$ cat config.mk
export PLATFORM = sky130hd
export DESIGN_NAME = hbt_dev_flat
export DESIGN_NICKNAME = d
export VERILOG_FILES = /design/src/hdl/hbt_pkg.sv /design/src/hdl/hbt_bus_if.sv /design/src/hdl/hbt_dev.sv /design/src/flat_wrapper.sv
export SDC_FILE = /design/constraint.sdc
export NUM_CORES = 1
export LEC_CHECK = 0
export BUFFER_PORTS_ARGS = -buffer_cell sky130_fd_sc_hd__buf_2
export CORE_MARGIN = 2
export CORE_UTILIZATION = 30
export DETAILED_ROUTE_END_ITERATION = 10
export PLACE_DENSITY = 0.57
export SLEW_MARGIN = 20
export SYNTH_ARGS = -nofsm -noshare
export SYNTH_HDL_FRONTEND = slang
export SYNTH_SLANG_ARGS = --single-unit
$ cat constraint.sdc
create_clock -name clock_i -period 3.1 [get_ports clock_i]
set_input_delay 0.62 -clock clock_i [delete_from_list [all_inputs] [get_ports clock_i]]
set_output_delay 0.62 -clock clock_i [all_outputs]
set_load 0.1 [all_outputs]
$ cat src/hdl/hbt_pkg.sv
// Shared constants for the host bus cycle timing port: both ends use them.
// Assumes one 250 MHz clock shared by host and device ends.
package hbt_pkg;

  // Clock rate
  localparam int unsigned CLK_MHZ            = 250;
  localparam int unsigned CLK_PERIOD_PS      = 4000;

  // Bus widths
  localparam int unsigned ADDR_W             = 16;
  localparam int unsigned DATA_W             = 8;

  // Power save control register, in the direct access mode
  localparam logic [15:0] PWR_SAVE_OFS       = 16'h0008;
  localparam int unsigned PWR_SAVE_WAKE_BIT  = 0;

  // Global setup command code in the indirect mode, arbitrary choice
  localparam logic [7:0]  SETUP_CMD          = 8'h40;

  // Reset pulse and oscillator stabilisation times
  localparam int unsigned RESET_MIN_US       = 1000;
  localparam int unsigned OSC_STABLE_US      = 3000;
  localparam int unsigned RESET_MIN_CYC      = RESET_MIN_US * CLK_MHZ;
  localparam int unsigned OSC_STABLE_CYC     = OSC_STABLE_US * CLK_MHZ;

  // Timing in system clock periods plus nanoseconds
  localparam int unsigned WAIT_MAX_TS        = 4;
  localparam int unsigned WAIT_MAX_NS        = 2;
  localparam int unsigned WAIT_MAX_CYC       =
    WAIT_MAX_TS + (WAIT_MAX_NS * 1000) / CLK_PERIOD_PS;
  localparam int unsigned DATA_SETUP_TS      = 2;
  localparam int unsigned DATA_SETUP_NS      = 5;
  localparam int unsigned DATA_SETUP_CYC     =
    DATA_SETUP_TS + (DATA_SETUP_NS * 1000 + CLK_PERIOD_PS - 1) / CLK_PERIOD_PS;
  localparam int unsigned STROBE_MIN_TS      = 5;
  localparam int unsigned REC_RD_TS          = 1;
  localparam int unsigned REC_WW_TS          = 2;
  localparam int unsigned REC_WR_TS          = 5;
  localparam int unsigned REC_EXTRA_NS       = 2;
  localparam int unsigned REC_RD_CYC         = REC_RD_TS;
  localparam int unsigned REC_WW_CYC         =
    REC_WW_TS + (REC_EXTRA_NS * 1000 + CLK_PERIOD_PS - 1) / CLK_PERIOD_PS;
  localparam int unsigned REC_WR_CYC         =
    REC_WR_TS + (REC_EXTRA_NS * 1000 + CLK_PERIOD_PS - 1) / CLK_PERIOD_PS;
  // Device answer latency: read data ready this many cycles after strobe seen
  localparam int unsigned RD_DATA_CYC        = 3;

endpackage : hbt_pkg

$ cat src/hdl/hbt_bus_if.sv
// Parallel host bus between the host end and the device end.
// Assumes each end reads the other end's outputs directly; the testbench builds no resolved wait line or data bus.
`timescale 1ns/10ps
interface hbt_bus_if;
  logic                       cs_n;
  logic                       rd_n;
  logic                       wr_n;
  logic [hbt_pkg::ADDR_W-1:0] addr;
  logic [hbt_pkg::DATA_W-1:0] hd_o;     // Host data out
  logic                       hd_oe_n;  // Host drives data when low
  logic [hbt_pkg::DATA_W-1:0] dd_o;     // Device data out
  logic                       dd_oe_n;  // Device drives data when low
  logic                       wait_o;   // Device wait level
  logic                       wait_oe_n;// Device drives wait when low
  logic                       wait_en;  // Wait line fitted

  modport dev  (input cs_n, rd_n, wr_n, addr, hd_o, hd_oe_n, wait_en,
                output dd_o, dd_oe_n, wait_o, wait_oe_n);
  modport host (output cs_n, rd_n, wr_n, addr, hd_o, hd_oe_n, wait_en,
                input dd_o, dd_oe_n, wait_o, wait_oe_n);
endinterface : hbt_bus_if

$ cat src/hdl/hbt_dev.sv
// Device end of the host bus: access timing, wake from power save, panel halt.
// Assumes strobes are synchronous to clock_i and the host keeps its timing.
//
// What the host bus must do
// RQ1 - Host holds reset at least 1 ms
// RQ2 - Accesses ignored while reset is active
// RQ3 - Panel data, line, AC toggle halted
// RQ4 - Direct write offset 08 bit0 wakes
// RQ5 - Indirect setup command wakes, starts oscillator
// RQ6 - Host waits 3 ms for oscillator
// RQ7 - Host waits after wake with crystal; the host only waits after reset, not after wake
// RQ8 - Wait driven low after strobe falls
// RQ9 - Wait released after strobe rises; the device releases it after RD_DATA_CYC cycles, strobe still active
// RQ10 - Wait held at most four periods
// RQ11 - Read data valid one period after wait
// RQ12 - Host keeps strobe recovery times
// RQ13 - Host sets write data two periods early
// RQ14 - No wait: strobe held five periods
// RQ15 - No wait: full cycle minimum times
// RQ16 - No wait: read data within four periods
// RQ17 - Track previous access kind
`timescale 1ns/10ps
module hbt_dev
#(
  parameter int unsigned DW = hbt_pkg::DATA_W
)
(
  // Clock and reset
  input  wire logic          clock_i,
  input  wire logic          srst_i,
  // Mode select
  input  wire logic          indirect_i,
  // Host bus
  hbt_bus_if.dev             bus,
  // User side
  output logic               awake_o,
  output logic               osc_run_o,
  output logic               wr_stb_o,
  output logic [15:0]        wr_addr_o,
  output logic [DW-1:0]      wr_data_o,
  output logic               last_was_wr_o,
  input  wire logic [DW-1:0] rd_data_i,
  input  wire logic [DW-1:0] pix_i,
  input  wire logic          line_i,
  input  wire logic          ac_i,
  output logic [DW-1:0]      panel_pixel_data_o,
  output logic               panel_line_pulse_o,
  output logic               panel_ac_toggle_o
);

  typedef enum logic [3:0] {
    HBT_IDLE = 4'b0001,
    HBT_WAIT = 4'b0010,
    HBT_HOLD = 4'b0100,
    HBT_DONE = 4'b1000
  } hbt_st_t;

  hbt_st_t         st, next_st;
  logic [2:0]      cnt, next_cnt;
  logic            is_rd, next_is_rd;
  logic            awake, next_awake;
  logic            lastw, next_lastw;
  logic            wstb, next_wstb;
  logic [15:0]     waddr, next_waddr;
  logic [DW-1:0]   wdata, next_wdata;
  logic [DW-1:0]   dout, next_dout;
  logic            doe_n, next_doe_n;
  logic            wlvl_oe_n, next_wlvl_oe_n;
  logic [DW-1:0]   pix, next_pix;
  logic            line, next_line;
  logic            ac, next_ac;
  logic            strobe;

  assign strobe = ~bus.cs_n & (~bus.rd_n | ~bus.wr_n);

  //////////////////////////////////////////////////////////////////////////////
  // Access sequencer: wait answer and read data
  always_comb
  begin
    next_st        = st;
    next_cnt       = cnt;
    next_is_rd     = is_rd;
    next_awake     = awake;
    next_lastw     = lastw;
    next_wstb      = 1'b0;
    next_waddr     = waddr;
    next_wdata     = wdata;
    next_dout      = dout;
    next_doe_n     = doe_n;
    next_wlvl_oe_n = wlvl_oe_n;
    unique case (st)
      HBT_IDLE:
      begin
        next_doe_n = 1'b1;
        if (strobe)
        begin
          next_st        = HBT_WAIT;
          next_cnt       = 3'h0;
          next_is_rd     = ~bus.rd_n;
          next_waddr     = bus.addr;
          next_wlvl_oe_n = ~bus.wait_en;                         // [RQ8]
        end
      end
      HBT_WAIT:
      begin
        // Counting to fixed latency keeps wait well under its ceiling
        next_cnt = cnt + 3'h1;
        if (cnt == 3'(hbt_pkg::RD_DATA_CYC - 1))                 // [RQ10] [RQ16]
        begin
          next_st = HBT_HOLD;
          if (is_rd)
          begin
            next_dout  = rd_data_i;                              // [RQ11]
            next_doe_n = 1'b0;
          end
          next_wlvl_oe_n = 1'b1;
        end
      end
      HBT_HOLD:
      begin
        // Write data sampled late, host presents it two periods early
        if (!is_rd)
          next_wdata = bus.hd_o;                                 // [RQ13]
        if (!strobe)
        begin
          next_st        = HBT_IDLE;
          next_wlvl_oe_n = 1'b1;                                 // [RQ9]
          next_doe_n     = 1'b1;
          next_lastw     = ~is_rd;                               // [RQ17]
          if (!is_rd)
          begin
            next_wstb = 1'b1;
            if (!indirect_i && waddr == hbt_pkg::PWR_SAVE_OFS
                && wdata[hbt_pkg::PWR_SAVE_WAKE_BIT])
              next_awake = 1'b1;                                 // [RQ4]
            if (indirect_i && wdata == hbt_pkg::SETUP_CMD)
              next_awake = 1'b1;                                 // [RQ5]
          end
        end
      end
      HBT_DONE:
        next_st = HBT_IDLE;
      default:
        next_st = HBT_IDLE;
    endcase
  end

  // Reset drops any access in flight
  always_ff @(posedge clock_i)
  begin
    if (srst_i)
    begin
      st        <= HBT_IDLE;                                     // [RQ2]
      cnt       <= 3'h0;
      is_rd     <= 1'b0;
      awake     <= 1'b0;
      lastw     <= 1'b0;
      wstb      <= 1'b0;
      waddr     <= 16'h0000;
      wdata     <= '0;
      dout      <= '0;
      doe_n     <= 1'b1;
      wlvl_oe_n <= 1'b1;
    end
    else
    begin
      st        <= next_st;
      cnt       <= next_cnt;
      is_rd     <= next_is_rd;
      awake     <= next_awake;
      lastw     <= next_lastw;
      wstb      <= next_wstb;
      waddr     <= next_waddr;
      wdata     <= next_wdata;
      dout      <= next_dout;
      doe_n     <= next_doe_n;
      wlvl_oe_n <= next_wlvl_oe_n;
    end
  end

  //////////////////////////////////////////////////////////////////////////////
  // Panel outputs, frozen low during reset
  always_comb
  begin
    next_pix  = pix_i;
    next_line = line_i;
    next_ac   = ac_i;
  end

  always_ff @(posedge clock_i)
  begin
    if (srst_i)
    begin
      pix  <= '0;                                                // [RQ3]
      line <= 1'b0;
      ac   <= 1'b0;
    end
    else
    begin
      pix  <= next_pix;
      line <= next_line;
      ac   <= next_ac;
    end
  end

  // Output mapping, all from flip-flops except the constant-low wait level
  assign bus.dd_o             = dout;
  assign bus.dd_oe_n          = doe_n;
  assign bus.wait_o           = 1'b0;
  assign bus.wait_oe_n        = wlvl_oe_n;
  assign awake_o              = awake;
  assign osc_run_o            = awake;
  assign wr_stb_o             = wstb;
  assign wr_addr_o            = waddr;
  assign wr_data_o            = wdata;
  assign last_was_wr_o        = lastw;
  assign panel_pixel_data_o   = pix;
  assign panel_line_pulse_o   = line;
  assign panel_ac_toggle_o    = ac;

endmodule : hbt_dev

$ cat src/flat_wrapper.sv
// flat-port wrapper written by rule: the top's interface ports become plain ports
module hbt_dev_flat 
#(
  parameter int unsigned DW = hbt_pkg::DATA_W
)
  (clock_i, srst_i, indirect_i, awake_o, osc_run_o, wr_stb_o, wr_addr_o, wr_data_o, last_was_wr_o, rd_data_i, pix_i, line_i, ac_i, panel_pixel_data_o, panel_line_pulse_o, panel_ac_toggle_o, bus_cs_n, bus_rd_n, bus_wr_n, bus_addr, bus_hd_o, bus_hd_oe_n, bus_wait_en, bus_dd_o, bus_dd_oe_n, bus_wait_o, bus_wait_oe_n);
  hbt_bus_if bus_i ();
  input  wire logic clock_i;
  input  wire logic srst_i;
  input  wire logic indirect_i;
  output logic awake_o;
  output logic osc_run_o;
  output logic wr_stb_o;
  output logic [15:0] wr_addr_o;
  output logic [DW-1:0] wr_data_o;
  output logic last_was_wr_o;
  input  wire logic [DW-1:0] rd_data_i;
  input  wire logic [DW-1:0] pix_i;
  input  wire logic line_i;
  input  wire logic ac_i;
  output logic [DW-1:0] panel_pixel_data_o;
  output logic panel_line_pulse_o;
  output logic panel_ac_toggle_o;
  input wire logic [$bits(bus_i.cs_n)-1:0] bus_cs_n;
  input wire logic [$bits(bus_i.rd_n)-1:0] bus_rd_n;
  input wire logic [$bits(bus_i.wr_n)-1:0] bus_wr_n;
  input wire logic [$bits(bus_i.addr)-1:0] bus_addr;
  input wire logic [$bits(bus_i.hd_o)-1:0] bus_hd_o;
  input wire logic [$bits(bus_i.hd_oe_n)-1:0] bus_hd_oe_n;
  input wire logic [$bits(bus_i.wait_en)-1:0] bus_wait_en;
  output wire logic [$bits(bus_i.dd_o)-1:0] bus_dd_o;
  output wire logic [$bits(bus_i.dd_oe_n)-1:0] bus_dd_oe_n;
  output wire logic [$bits(bus_i.wait_o)-1:0] bus_wait_o;
  output wire logic [$bits(bus_i.wait_oe_n)-1:0] bus_wait_oe_n;
  assign bus_i.cs_n = bus_cs_n;
  assign bus_i.rd_n = bus_rd_n;
  assign bus_i.wr_n = bus_wr_n;
  assign bus_i.addr = bus_addr;
  assign bus_i.hd_o = bus_hd_o;
  assign bus_i.hd_oe_n = bus_hd_oe_n;
  assign bus_i.wait_en = bus_wait_en;
  assign bus_dd_o = bus_i.dd_o;
  assign bus_dd_oe_n = bus_i.dd_oe_n;
  assign bus_wait_o = bus_i.wait_o;
  assign bus_wait_oe_n = bus_i.wait_oe_n;
  hbt_dev #(.DW(DW)) u_core (.clock_i(clock_i), .srst_i(srst_i), .indirect_i(indirect_i), .bus(bus_i), .awake_o(awake_o), .osc_run_o(osc_run_o), .wr_stb_o(wr_stb_o), .wr_addr_o(wr_addr_o), .wr_data_o(wr_data_o), .last_was_wr_o(last_was_wr_o), .rd_data_i(rd_data_i), .pix_i(pix_i), .line_i(line_i), .ac_i(ac_i), .panel_pixel_data_o(panel_pixel_data_o), .panel_line_pulse_o(panel_line_pulse_o), .panel_ac_toggle_o(panel_ac_toggle_o));
endmodule
==> results.json <==
{
  "outcome": "finished clean",
  "hpwl_um": 3494,
  "seq_area_frac_synth_pct": 53.56,
  "crit_type": "reg -> reg",
  "post-route-min-period_ps": 1905,
  "critPathMaxFanout": 20,
  "layout.nets": 377,
  "core_area_um2": 6422,
  "via_per_inst": 4.672,
  "gp_congestion": 0.7174,
  "synth_most_common_cell": "nand2_1",
  "fp.dieW_um": 86.02,
  "vdd_ir_drop_max_mv": 0.2562,
  "multi_input_area_um2": 863.3,
  "die_h_um": 86.02,
  "ctsHoldBuffers": 0,
  "worstMarginPinSlew_ps": 993.6,
  "r2r.worst_path.cells": 4,
  "grt_use_total_pct": 13.84,
  "final_antenna_net_count": 0,
  "synth_warnings": 0,
  "holdCritPathClass": "reg -> reg",
  "synth-main-ff-cell": "dfxtp_1",
  "syn_inst": 236,
  "ios": 99,
  "crit_path_start_kind": "register",
  "cts.clk_slew.worst_paths_ps": 90,
  "die_area_um2": 7399,
  "power_frac_seq_pct": 49.6,
  "clkLatencyLatePin_ps": 300,
  "synth_nets": 288,
  "yosys-top-cells-count": "nand2_1, dfxtp_1, a21oi_1",
  "synth_edf_count": 0,
  "avgSynthCellArea_um2": 8.552,
  "grt_max_degree": 55,
  "synth_area_leader_cell": "dfxtp_1",
  "whs_ps": 457.0,
  "cap_violations": 0,
  "min_path_cells": 2,
  "synth_area_um2": 2018,
  "cts_tree": "yes",
  "dr_wl_met3_um": 381,
  "diodes": 0,
  "portBuffers": 96,
  "synthTopCellsByArea": "dfxtp_1, nand2_1, a21oi_1, nor2b_1, nand3_1",
  "leakage_nw": 1.150,
  "critPathCaptureType": "register",
  "drt_iter0_drc": 80,
  "dr.pass1.iters": 4,
  "final_layout_size_suffix_gt1_share_pct": 32.92,
  "clock-sinks": 54,
  "synth_cell_types": 36,
  "cts_buffers": 5,
  "regArea_um2": 1081,
  "ys_async_sr_fraction_pct": 0,
  "setup_viol_count_final": 0,
  "p_per_area_nw_per_um2": 563.0,
  "finalSetupTns_ps": 0,
  "slew_violations": 0,
  "rows": 29,
  "relSlewSlack_pct": 33.76,
  "wl_met2_um": 2362,
  "cp_data_required_time_ps": 3310,
  "fillers": 655,
  "post-route-drc-count": 0,
  "cts_repair_resize_count": 0,
  "wl_met1_um": 2206,
  "clock.fmax_mhz": 524.9,
  "clkPwrFrac_pct": 32.3,
  "vias": 1878,
  "synth_top_area_share_pct": 53.56,
  "start_util_pct": 31.42,
  "p_int_mw": 1.033,
  "antenna_found_initial": 0,
  "htree_levels": 2,
  "topRoutingLayerUsed": "met4",
  "rsz0062_at_grt": "no",
  "switching_share_pct": 30.52,
  "grt.overflow.total": 0,
  "root_buffer": "clkbuf_8",
  "final_hold_viol_count": 0,
  "skew_ps": 5.514,
  "ys_ff_latch": 54,
  "area_growth_pct": 30.87,
  "grt_pass1_wl_um": 8183,
  "cts_setup_buffers": 0,
  "grt_pass1_vias": 1749,
  "period_share_pct": 61.46,
  "wl_per_cell_um": 12.45,
  "wirelength_um": 5004,
  "combPwrFrac_pct": 18.1,
  "arrival_ps": 2110,
  "cts_buffer_depth": 2,
  "switchingPower_uw": 453.9
}
[power by group through the flow]
stage	logic, mW	clock network [mW]	registers [mW]
floorplan	0.0686	0	0.895
finish	0.270	0.480	0.737
CTS	0.272	0.500	0.737
global placement	0.271	0	0.753
detailed placement	0.271	0	0.753
global route	0.286	0.523	0.741
[layout by cell type, fill, tap and decap left out, drive strengths merged, types with 3 or more instances in the layout]
cell type	n
buf	96
nand2	59
dfxtp	54
a21oi	38
nor2b	12
nand3	10
nand2b	7
nor2	7
clkbuf	6
nor3	6
nor4	3
nor3b	3
[sequential cells by signal (all words and copies together) (netlist names)]
signal,count
u_core.wr_addr_o,16
u_core.bus.dd_o,8
u_core.panel_pixel_data_o,8
u_core.wr_data_o,8
u_core.cnt,3
u_core.st,3
u_core.awake_o,1
u_core.bus.dd_oe_n,1
u_core.bus.wait_oe_n,1
u_core.is_rd,1
u_core.last_was_wr_o,1
u_core.panel_ac_toggle_o,1
u_core.panel_line_pulse_o,1
u_core.wr_stb_o,1
[logic make-up (layout without fill, tap and decap cells)]
kind of cell	Yosys count	count (layout)	share of synthesized area, %
buf+inv	16	105	3.658
other cells	1	1	0.1858
fa+ha+maj	2	2	1.240
flops	54	54	53.56
compound gates	47	47	12.96
simple gates	116	116	28.39
[area by class of cell]
type	count	area share [%]
flip-flops and latches	54	40.93
multi-input cells	166	32.69
repair buffers	96	18.19
well taps	77	3.648
clock buffers	6	3.126
clock inverters	1	1.137
inverters	2	0.2842
[routing by layer]
layer,up-vias,global-route usage [%]
met1,841,17.38
met4,0,4.329
li1,967,-
met3,6,4.427
met2,64,22.55
met5,-,0
[through the flow]
stage	cells	worst slack [ps]	cell area [um^2]	power (mW)	utilization, %
after global routing	402	1003	2641	1.550	41.13
after global placement	395	944.8	2529	1.023	39.37
after CTS	402	1162	2641	1.509	41.13
after floorplan	236	1089	2018	0.9640	-
after detailed placement	395	916.9	2529	1.025	39.37
final	402	1195	2641	1.487	41.13
[final timing paths]
kind / startpoint / end / slack [ps]
hold / removal: u_core.bus.dd_o[2]$_SDFFE_PP0P_ / u_core.bus.dd_o[2]$_SDFFE_PP0P_ / 460
hold reg to reg: u_core.bus.dd_o[2]$_SDFFE_PP0P_ / u_core.bus.dd_o[2]$_SDFFE_PP0P_ / 460
setup reg to reg: u_core.st[1]$_SDFFE_PP0P_ / u_core.bus.wait_oe_n$_SDFFE_PP1P_ / 1190
setup / recovery: u_core.st[1]$_SDFFE_PP0P_ / u_core.bus.wait_oe_n$_SDFFE_PP1P_ / 1190
[critical path, stage by stage, from the launching register on]
cell and delay (ps):
dfxtp_1 510, nor3b_2 110, and2_1 420, or4_1 590, a21o_1 180
(Power assumes the default switching activity.)
